## config.mk

```make
export PLATFORM = sky130hd
export DESIGN_NAME = nbcrt_core
export DESIGN_NICKNAME = d
export VERILOG_FILES = /design/src/pkg/nbcrt_pkg.sv /design/src/logic/nbcrt_core.sv /design/src/logic/nbcrt_stack_mem.sv
export SDC_FILE = /design/constraint.sdc
export NUM_CORES = 1
export LEC_CHECK = 0
export BUFFER_PORTS_ARGS = -buffer_cell sky130_fd_sc_hd__buf_2
export CAP_MARGIN = 30
export CORE_MARGIN = 3
export CORE_UTILIZATION = 38
export CTS_CLUSTER_SIZE = 20
export DETAILED_ROUTE_END_ITERATION = 16
export SYNTH_ARGS = -nofsm -noshare
export SYNTH_HDL_FRONTEND = slang
export SYNTH_SLANG_ARGS = --single-unit
```

## constraint.sdc

```tcl
create_clock -name core_clk -period 3.8 [get_ports core_clk]
set_input_delay 0.38 -clock core_clk [delete_from_list [all_inputs] [get_ports core_clk]]
set_output_delay 0.38 -clock core_clk [all_outputs]
set_load 0.05 [all_outputs]
```

## src/pkg/nbcrt_pkg.sv

```systemverilog
// Shared constants for the nibble controller register-transfer core.
// Assumes a synchronous program ROM with one clock of read latency.
package nbcrt_pkg;

	// One machine cycle takes this many core clocks (fetch wait + execute)
	localparam int CLK_PER_CYC = 2;
	// Machine cycles of the multi-cycle instructions
	localparam int TBL_CYCLES  = 3;
	localparam int RET_CYCLES  = 2;
	// Extra clocks spent in the stall state after the fixed steps
	localparam logic [3:0] TBL_STALL = 4'(CLK_PER_CYC * TBL_CYCLES - 4);
	localparam logic [3:0] RET_STALL = 4'(CLK_PER_CYC * RET_CYCLES - 2);

	// Field positions of the program counter
	localparam int PC_W       = 11;
	localparam int PAGE_LSB   = 7;
	localparam logic [3:0] PAGE_CALL_SHORT = 4'h2;

	// Reset values
	localparam logic [3:0]  ACC_RST   = 4'hf;
	localparam logic [3:0]  NIB_RST   = 4'h0;
	localparam logic [1:0]  SP_RST    = 2'h3;
	localparam logic [10:0] PC_RST    = 11'h000;
	localparam logic [3:0]  PD_RST    = 4'h0;
	localparam logic [7:0]  XFER_RST  = 8'h00;
	localparam logic [2:0]  TOFF_RST  = 3'h0;

	// Opcode prefixes (instruction word bits 8..4 or 8..7 or 8..6)
	localparam logic [1:0] OPP_BRANCH   = 2'h3;
	localparam logic [1:0] OPP_CALL     = 2'h2;
	localparam logic [4:0] OPP_BRL      = 5'h03;
	localparam logic [4:0] OPP_CALLL    = 5'h07;
	localparam logic [4:0] OPP_TABLE    = 5'h0a;
	localparam logic [4:0] OPP_LOADA    = 5'h0b;
	localparam logic [2:0] OPP_LOADXY   = 3'h3;

	// Single-word fixed opcodes
	localparam logic [8:0] OP_NOP       = 9'h000;
	localparam logic [8:0] OP_TAB       = 9'h040;
	localparam logic [8:0] OP_TBA       = 9'h041;
	localparam logic [8:0] OP_TAY       = 9'h042;
	localparam logic [8:0] OP_TYA       = 9'h043;
	localparam logic [8:0] OP_LOAD_TRANSFER_REG      = 9'h044;
	localparam logic [8:0] OP_UNLOAD_TRANSFER_REG      = 9'h045;
	localparam logic [8:0] OP_TDA       = 9'h046;
	localparam logic [8:0] OP_RET       = 9'h047;
	localparam logic [8:0] OP_RETSKIP   = 9'h048;
	localparam logic [8:0] OP_TOPBIT    = 9'h049;
	localparam logic [8:0] OP_PDWRITE   = 9'h04a;
	localparam logic [8:0] OP_SETC      = 9'h04b;
	localparam logic [8:0] OP_CLRC      = 9'h04c;
	localparam logic [8:0] OP_SKIPNC    = 9'h04d;

	typedef enum logic [2:0] {
		ST_FETCH = 3'b000,
		ST_EXEC  = 3'b001,
		ST_TWAIT = 3'b010,
		ST_TDATA = 3'b011,
		ST_STALL = 3'b100
	} nbcrt_state_t;

endpackage : nbcrt_pkg

```

## src/logic/nbcrt_core.sv

```systemverilog
// Register and control core of a 4-bit controller: transfers, branches,
// calls, returns, ROM table read, skips and the port D pull-down control.
// Assumes a synchronous ROM: data for rom_addr is valid one clock later.
`timescale 1ns/1ps
//Contract
// [RULE1] Taken skip nullifies next instruction; each nullified word takes one cycle.
// [RULE2] Skipped table read, return or return-with-skip takes exactly one cycle.
// [RULE3] Pull-down bits drive pins 7..4; one enables pull-down and wakeup.
// [RULE4] Program counter is 11 bits: 4-bit page and 7-bit in-page field.
// [RULE5] RAM pointer is 2-bit file index joined to 4-bit word index.
// [RULE6] Four 11-bit return entries, 2-bit index; call pushes, return pops.
// [RULE7] Transfer register loads from B and accumulator and unloads back.
// [RULE8] Table read pushes, reads page p word into B and accumulator, pops.
// [RULE9] With top-bit flag set, table read also copies bit 8 into carry.
// [RULE10] One-cycle copies B, accumulator, word index, carry untouched.
// [RULE11] Pull-down register written only from accumulator by its instruction.
module nbcrt_core
	import nbcrt_pkg::*;
(
	input  wire logic            core_clk,
	input  wire logic            arst_n,
	output logic      [PC_W-1:0] rom_addr,
	input  wire logic [8:0]      rom_data,
	output logic      [5:0]      ram_pointer,
	output logic      [3:0]      port_d_pulldown,
	output logic      [3:0]      acc,
	output logic      [3:0]      breg,
	output logic                 carry_flag,
	output logic                 instr_done
);

	nbcrt_state_t    st_q, st_d;
	logic [PC_W-1:0] pc_q, pc_d, rom_addr_q, rom_addr_d, pc_inc, stk_rd;
	logic [3:0]      acc_q, acc_d, b_q, b_d, y_q, y_d, pd_q, pd_d;
	logic [3:0]      page_hold_q, page_hold_d, cnt_q, cnt_d;
	logic [1:0]      x_q, x_d, sp_q, sp_d;
	logic [7:0]      xfer_q, xfer_d;
	logic [2:0]      toff_q, toff_d;
	logic            carry_q, carry_d, topbit_q, topbit_d;
	logic            skip_q, skip_d, word2_q, word2_d, done_q, done_d;
	logic            stk_we;
	logic [1:0]      stk_wa;
	logic [PC_W-1:0] stk_wd;
	logic            is_rom_table_read, is_ret, exec_live;

	assign pc_inc    = pc_q + 11'h001;
	assign is_rom_table_read   = rom_data[8:4] == OPP_TABLE;
	assign is_ret    = rom_data == OP_RET || rom_data == OP_RETSKIP;
	assign exec_live = st_q == ST_EXEC && !skip_q;

	nbcrt_stack_mem u_stack (
		.core_clk (core_clk),
		.arst_n   (arst_n),
		.wr_en    (stk_we),
		.wr_addr  (stk_wa),
		.wr_data  (stk_wd),
		.rd_addr  (sp_d),
		.rd_data  (stk_rd)
	);

	always_comb
	begin
		st_d        = st_q;
		pc_d        = pc_q;
		rom_addr_d  = rom_addr_q;
		acc_d       = acc_q;
		b_d         = b_q;
		y_d         = y_q;
		x_d         = x_q;
		pd_d        = pd_q;
		sp_d        = sp_q;
		xfer_d      = xfer_q;
		toff_d      = toff_q;
		carry_d     = carry_q;
		topbit_d    = topbit_q;
		skip_d      = skip_q;
		word2_d     = word2_q;
		page_hold_d = page_hold_q;
		cnt_d       = cnt_q;
		done_d      = 1'b0;
		stk_we      = 1'b0;
		stk_wa      = sp_q + 2'h1;
		stk_wd      = pc_inc;
		unique case (st_q)
			ST_FETCH:
				st_d = ST_EXEC;
			ST_EXEC:
			begin
				pc_d       = pc_inc;
				rom_addr_d = pc_inc;
				st_d       = ST_FETCH;
				done_d     = 1'b1;
				skip_d     = 1'b0;
				word2_d    = 1'b0;
				if (skip_q) // [RULE2]
				begin
					// Nullified word; a two-word branch keeps its second word dead
					if (!word2_q && (rom_data[8:4] == OPP_BRL ||
						rom_data[8:4] == OPP_CALLL))
					begin
						skip_d  = 1'b1; // [RULE1]
						word2_d = 1'b1;
					end
				end
				else if (word2_q)
				begin
					pc_d = {page_hold_q, rom_data[6:0]}; // [RULE4]
					rom_addr_d = {page_hold_q, rom_data[6:0]};
					if (rom_data[8:7] == OPP_CALL)
					begin
						stk_we = 1'b1; // [RULE6]
						sp_d   = sp_q + 2'h1;
					end
				end
				else if (rom_data[8:7] == OPP_BRANCH)
				begin
					pc_d       = {pc_q[PC_W-1:PAGE_LSB], rom_data[6:0]}; // [RULE4]
					rom_addr_d = {pc_q[PC_W-1:PAGE_LSB], rom_data[6:0]};
				end
				else if (rom_data[8:7] == OPP_CALL)
				begin
					stk_we     = 1'b1; // [RULE6]
					sp_d       = sp_q + 2'h1;
					pc_d       = {PAGE_CALL_SHORT, rom_data[6:0]};
					rom_addr_d = {PAGE_CALL_SHORT, rom_data[6:0]};
				end
				else if (rom_data[8:4] == OPP_BRL || rom_data[8:4] == OPP_CALLL)
				begin
					word2_d     = 1'b1;
					page_hold_d = rom_data[3:0];
				end
				else if (is_rom_table_read)
				begin
					// Own pc is kept; the stack entry is written for fidelity
					stk_we     = 1'b1; // [RULE8]
					sp_d       = sp_q + 2'h1;
					rom_addr_d = {rom_data[3:0], toff_q, acc_q};
					st_d       = ST_TWAIT;
					done_d     = 1'b0;
				end
				else if (is_ret)
				begin
					pc_d       = stk_rd; // [RULE6]
					rom_addr_d = stk_rd;
					sp_d       = sp_q - 2'h1;
					skip_d     = rom_data == OP_RETSKIP;
					cnt_d      = RET_STALL;
					st_d       = ST_STALL;
					done_d     = 1'b0;
				end
				else if (rom_data[8:4] == OPP_LOADA)
					acc_d = rom_data[3:0];
				else if (rom_data[8:6] == OPP_LOADXY)
				begin
					x_d = rom_data[5:4]; // [RULE5]
					y_d = rom_data[3:0];
				end
				else
				begin
					case (rom_data)
						OP_TAB:     acc_d    = b_q; // [RULE10]
						OP_TBA:     b_d      = acc_q; // [RULE10]
						OP_TAY:     acc_d    = y_q; // [RULE10]
						OP_TYA:     y_d      = acc_q; // [RULE10]
						OP_LOAD_TRANSFER_REG:    xfer_d   = {b_q, acc_q}; // [RULE7]
						OP_UNLOAD_TRANSFER_REG:    {b_d, acc_d} = xfer_q; // [RULE7]
						OP_TDA:     toff_d   = acc_q[2:0];
						OP_TOPBIT:  topbit_d = 1'b1;
						OP_PDWRITE: pd_d     = acc_q; // [RULE11]
						OP_SETC:    carry_d  = 1'b1;
						OP_CLRC:    carry_d  = 1'b0;
						OP_SKIPNC:  skip_d   = !carry_q; // [RULE1]
						default:    pd_d     = pd_q;
					endcase
				end
			end
			ST_TWAIT:
				st_d = ST_TDATA;
			ST_TDATA:
			begin
				b_d   = rom_data[7:4]; // [RULE8]
				acc_d = rom_data[3:0];
				if (topbit_q)
					carry_d = rom_data[8]; // [RULE9]
				sp_d       = sp_q - 2'h1; // [RULE8]
				rom_addr_d = pc_q;
				cnt_d      = TBL_STALL;
				st_d       = ST_STALL;
			end
			ST_STALL:
			begin
				cnt_d = cnt_q - 4'h1;
				if (cnt_q <= 4'h1)
				begin
					st_d   = ST_FETCH;
					done_d = 1'b1;
				end
			end
			default:
				st_d = ST_FETCH;
		endcase
	end

	always_ff @(posedge core_clk or negedge arst_n)
	begin
		if (!arst_n)
		begin
			st_q        <= ST_FETCH;
			pc_q        <= PC_RST;
			rom_addr_q  <= PC_RST;
			acc_q       <= ACC_RST;
			b_q         <= NIB_RST;
			y_q         <= NIB_RST;
			x_q         <= 2'h0;
			pd_q        <= PD_RST;
			sp_q        <= SP_RST;
			xfer_q      <= XFER_RST;
			toff_q      <= TOFF_RST;
			carry_q     <= 1'b0;
			topbit_q    <= 1'b0;
			skip_q      <= 1'b0;
			word2_q     <= 1'b0;
			page_hold_q <= NIB_RST;
			cnt_q       <= 4'h0;
			done_q      <= 1'b0;
		end
		else
		begin
			st_q        <= st_d;
			pc_q        <= pc_d;
			rom_addr_q  <= rom_addr_d;
			acc_q       <= acc_d;
			b_q         <= b_d;
			y_q         <= y_d;
			x_q         <= x_d;
			pd_q        <= pd_d;
			sp_q        <= sp_d;
			xfer_q      <= xfer_d;
			toff_q      <= toff_d;
			carry_q     <= carry_d;
			topbit_q    <= topbit_d;
			skip_q      <= skip_d;
			word2_q     <= word2_d;
			page_hold_q <= page_hold_d;
			cnt_q       <= cnt_d;
			done_q      <= done_d;
		end
	end

	assign rom_addr        = rom_addr_q;
	assign ram_pointer     = {x_q, y_q}; // [RULE5]
	assign port_d_pulldown = pd_q; // [RULE3]
	assign acc             = acc_q;
	assign breg            = b_q;
	assign carry_flag      = carry_q;
	assign instr_done      = done_q;
endmodule : nbcrt_core

```

## src/logic/nbcrt_stack_mem.sv

```systemverilog
// Four-entry return-address store with a registered read port.
// Assumes one writer; a write to the entry being read is forwarded.
`timescale 1ns/1ps
module nbcrt_stack_mem
	import nbcrt_pkg::*;
(
	input  wire logic            core_clk,
	input  wire logic            arst_n,
	input  wire logic            wr_en,
	input  wire logic [1:0]      wr_addr,
	input  wire logic [PC_W-1:0] wr_data,
	input  wire logic [1:0]      rd_addr,
	output logic      [PC_W-1:0] rd_data
);

	logic [PC_W-1:0] mem_q [4];
	logic [PC_W-1:0] rd_q;

	genvar gi;
	generate
		for (gi = 0; gi < 4; gi++)
		begin : g_entry
			always_ff @(posedge core_clk)
			begin
				if (wr_en && wr_addr == 2'(gi))
					mem_q[gi] <= wr_data;
			end
		end
	endgenerate

	// Forwarding keeps a return right after a call from seeing stale data
	always_ff @(posedge core_clk or negedge arst_n)
	begin
		if (!arst_n)
			rd_q <= PC_RST;
		else if (wr_en && wr_addr == rd_addr)
			rd_q <= wr_data;
		else
			rd_q <= mem_q[rd_addr];
	end

	assign rd_data = rd_q;

endmodule : nbcrt_stack_mem

```

---- After elaboration in Yosys (flattened, before gate mapping) ----
Memories as Yosys holds them, arrays and structs flattened.
Cells that the tools add are included.
storage, ports and cells
  register bits after elaboration ......... 80
  input port bits ......................... 11
  RAM bits ................................ 44
  latch bits .............................. 0
  bits in read-only memories .............. 0
  memories kept ........................... 1
  word-level logic and storage cells ...... 238
memory list
  name           depth  bits a word  read ports  clocked after memory_dff  write ports  line                   source
  u_stack.mem_q  4      11           1           0                         1            nbcrt_stack_mem.sv:16  logic [PC_W-1:0] mem_q [4];
operators by class
  bitwise operators ....................... 9
  reductions and logical operators ........ 30
  add/subtract/negate cells ............... 4
  order comparisons ....................... 1
  multipliers ............................. 0
  mux-type cells .......................... 127
  shift-type cells ........................ 0
  div/mod/pow operators ................... 0
  eq/ne operators ......................... 46
operator list
  cell                                           count
  2-to-1 mux 11 bit                              17
  == test 9 x 7 -> 1 bit, second input constant  14
  2-to-1 mux 4 bit                               27
  AND reduction 11 bit                           5
  2-to-1 mux 1 bit                               53
  OR reduction 11 bit                            3
  AND reduction 10 bit                           3
  2-to-1 mux 3 bit                               8
  != test 2 bit, second input constant           12
  case mux 4 bit (2 select lines)                3
  case mux 4 bit (3 select lines)                2
  2-to-1 mux 2 bit                               11
  case mux 11 bit (2 select lines)               1
  case mux 3 bit (5 select lines)                1
  AND reduction 12 bit                           1
  adder 11 x 1 -> 11 bit, second input constant  1
  == test 5 x 4 -> 1 bit, second input constant  2
  == test 3 x 2 -> 1 bit, second input constant  3
  NOT 1 bit                                      9
  == test 2 bit, second input constant           4
  AND reduction 8 bit                            1
  logical AND 1 bit                              6
  != test 3 x 1 -> 1 bit, second input constant  2
  != test 3 bit, second input constant           2
  other kinds (21)                               26

---- Logic depth before layout (Yosys ltp) ----
  depth after elaboration ................. 15
  mapped depth ............................ 10
  gate-level depth less buffers ........... 8

---- Modules after synthesis ----
Synthesis repeated with hierarchy kept, for this count alone.
second synthesis, totals
  cell total of the unflattened synthesis .. 605
  area, all modules ....................... 6,640.1 um^2
modules (own cells, without submodules)
  module           cells each  sequential area each (um^2)  area an instance (um^2)  instances
  nbcrt_core       517         1,734.2                      4,555.6                  1
  nbcrt_stack_mem  88          1,596.5                      2,084.5                  1

---- Worst setup path before layout ----
Ideal clock, no wire load.
  kind .................................... flip-flop to flip-flop
  start ................................... reg sp_q[0]
  end ..................................... reg u_stack.rd_q[3], in the netlist u_stack.rd_data[3]
  cell stages (with the launch flop) ...... 11
  library setup time ...................... 0.111 ns
  path slack .............................. 1.457 ns
  arrival ................................. 2.232 ns
  period minus slack after synthesis ...... 2.343 ns
  cell sequence ........................... dfstp_2 inv_1 ha_1 nand4b_1 and4_1 nor3_1 a31o_1 buf_4 buf_8 mux2i_1 a222oi_1
between the ends
  word-level cells in the longest chain between the ends .. 12
RTL lines
  item                                                                               line                   source
  start, declared                                                                    nbcrt_core.sv:36       logic [1:0] x_q, x_d, sp_q, sp_d;
  start signal, assigned                                                             nbcrt_core.sv:237      sp_q <= sp_d;
  parallel branches: the longest is 11 deep, another holds memory read (4 x 11 bit)  -
  2-to-1 mux 11 bit (*)                                                              nbcrt_stack_mem.sv:36  else if (wr_en && wr_addr == rd_addr)
  end signal, assigned                                                               nbcrt_stack_mem.sv:37  rd_q <= wr_data;
  end signal, assigned                                                               nbcrt_stack_mem.sv:39  rd_q <= mem_q[rd_addr];
  end, declared                                                                      nbcrt_stack_mem.sv:17  logic [PC_W-1:0] rd_q;
Every way passes the cells marked *.
A chain may end at the register's enable or synchronous reset.

---- Worst setup path after layout ----
  start ................................... reg sp_q[0]
  end ..................................... reg u_stack.rd_q[9], in the netlist u_stack.rd_data[9]
The elaborated chain is that of the path after synthesis.

==> run metrics <==
status complete, no violations; DR WL met3 1309 um; Worst slew margin a little over a third; CTS tree done; uppermost layer routed met4; Fin Clk Skew 6.701 ps; Die Y 137.3 um; worst-skew pair later-pin latency 420 ps; Critical Path RT 4120 ps; Fmax achieved 0.3601 GHz; H-tree depth 4; hold buffers post-CTS 1; met2 wire len ~8100 um; Layout area overhead 15.25%; worst setup path class flip-flop to flip-flop; worst vdd ir around 380 uV; Vias 5251; CTS root buf clkbuf_16; EDFF count, synth 44; # rows 47; Final period util between 70% and 80%; Port-buffer cells 41; Yosys warnings 0; commonest cells after routing, fill and taps aside dfrtp_1 (74), nor2_1 (64), nand2_1 (48); Post-Syn Nets 629; share of synthesized registers carrying an async set or reset 64.52%; Max-Cap Viols 0; worst-margin pin slew 967.5 ps; final hold viol count 0; DRT met1 WL 8304 um; area of the die 18840 um2; RSZ-0062 raised after global routing false; CP max FO 23; internal power about 0.0038 W; cell depth of the worst flop-to-flop path 9; fraction of layout cells with a size suffix above 1 21.34%; Final Util 45.18%; Top FF cell, synth dfrtp_1; Post-Syn Area per Cell 10.72 um2; Hold Path Class primary input to flip-flop; critical path's slowest cell dfstp_2; Core Footprint between 15000 and 20000 um2; setup TNS 0 ps; Initial Util 39.20%; area share of the largest cell type after synthesis 28.28%; I/O pins 42; global-route wire length before repair 28500 um; CP Capture Type flip-flop; worst reg-to-reg setup slack 1020 ps; P_sw approximately 0.0027 W; Power Density 853.0 nW/um2; Critical Path AT 3100 ps; max-slew violations 0; final RePlAce weighted congestion just over 0.9; drt total wl roughly 18000 um; number of remaining DRC errors 0; Seq. cell area 3331 um2; Clk network pwr share 25.4%; hpwl dp 12830 um; post_cts resized 0; max incr delay on CP 600 ps; area of the multi-input gates 2952 um2; sequential cell area fraction in the yosys report 50.87%; Reg-to-Reg Start sp_q[0]; CP Launch Type flip-flop; Flop pwr share between 30% and 40%; sw frac a little over two fifths; post-CTS setup buffers 0; Vias/cell 5.994; Nets between 600 and 700; n_diodes 0; Tmin final between 2000 and 3000 ps; Final ANT Viol Nets 0; Hold Path End x_q[1]; vias in the first global route 5035; area leader, netlist dfrtp_1; initial DRC count 653; CTS Sinks about 120; overflow left after global routing 0; LEAKAGE 3.131 nW; most common cell after layout, fill and taps aside dfrtp_1; synthesized area 6548 um2; Mapped Cells 611; drt pass-1 iters 5; CTS buffer count 17; clock tree buffer depth 2; fill count 1576; R2R Path End u_stack.rd_data[9]; chain of cells forming the critical path inv_1 > ha_1 > nand4b_1 > and4_1 > nor3_1 > a31o_1 > buf_4 > a2111oi_0 > a311oi_1; final setup vio count 0; pin count of the biggest net entering global routing 50; Logic pwr share roughly two fifths; number of synthesized register bits 124; top post-synthesis cells by area dfrtp_1 (28%), edfxtp_1 (20%), mux2_2 (6.4%); Hold Path Cell Cnt 2; die width about 140 um; Tot GR Track Use 19.75%; hold path start rom_data[5]; initial antenna violation count 0; post-synth cell types 78; WL per Instance just over 20 um; Worst-path clk slew 60 ps
kinds of logic after synthesis:
family	after synthesis	share of synthesized area (%)
multiplexers	63	10.53
AO/OA/AOI/OAI	156	17.05
XOR/XNOR	10	1.338
buffers and inverters	60	4.051
flip-flops	124	50.87
adder cells (fa/ha/maj)	7	1.338
AND/OR/NAND/NOR	191	14.83
state kept, by name, indices dropped and copies added, names as in the netlist, 8 cells and up:
name and flops:
rom_addr 11, u_stack.mem_q 44, xfer_q 8, pc_q 11
u_stack.rd_data 11
per-stage QoR:
stage	hold slack, ps	setup slack [ps]	instance area [um2]	instances	total power, W
after detailed placement	357.2	804.4	6935	843	0.004784
after global routing	408.7	832.2	7546	876	0.006768
after CTS	381.7	1020	7546	876	0.006434
after global placement	456.3	887.4	6908	842	0.004725
after floorplan	84.41	1457	6548	611	0.004041
final	395.6	1023	7546	876	0.006437
worst max path at each step:
stage                           start                 end  slack, ps  depth (start not counted)
final                         sp_q[0]  u_stack.rd_data[9]       1020                          9
after global routing          sp_q[0]  u_stack.rd_data[8]        830                          9
after CTS                     sp_q[0]  u_stack.rd_data[8]       1020                          9
after detailed placement  rom_data[1]  u_stack.rd_data[9]        800                          8
after global placement    rom_data[8]  u_stack.rd_data[2]        890                          7
after floorplan               sp_q[0]  u_stack.rd_data[3]       1460                         10
power groups by stage:
| stage | clock [W] | sequential [W] | combinational (W) |
|---|---|---|---|
| global placement | 0 | 0.00228 | 0.00244 |
| detailed placement | 0 | 0.00229 | 0.00250 |
| global route | 0.00172 | 0.00232 | 0.00273 |
| CTS | 0.00166 | 0.00227 | 0.00251 |
| finish | 0.00164 | 0.00228 | 0.00252 |
| floorplan | 0 | 0.00259 | 0.00145 |
cells in the mapped netlist (all sizes together), types with 6 or more instances:
cell,count
a22oi,11
mux2i,26
nand3,9
nand2,48
o22ai,6
clkbuf,26
mux2,37
inv,21
nor2,67
buf,12
nor3,14
o221ai,7
a221oi,7
o21ai,39
xor2,6
dfstp,6
a222oi,10
edfxtp,44
a31oi,9
nand2b,6
and3,9
a211oi,6
ha,7
a21oi,20
dfrtp,74
metal layers:
layer	vias to the layer above	GRT usage (%)
met5	-	0
li1	2352	-
met3	32	4.237
met2	255	29.51
met4	0	6.486
met1	2612	28.60
critical path: cells and delay by family, from the launching register on:
family,cells,cell delay (ps)
adder cells (fa/ha/maj),1,410
flip-flops,1,600
AO/OA/AOI/OAI,3,640
buffers and inverters,2,440
AND/OR/NAND/NOR,3,570
layout make-up:
cell class	instances	share of cell area (%)
Clock buffer	19	5.737
Clock inverter	13	2.222
Inverter	22	1.094
Multi-Input combinational cell	427	39.11
Sequential cell	124	44.14
Tap cell	220	3.648
Timing Repair Buffer	51	4.046
Note: power is estimated with default switching activity, not from simulation.
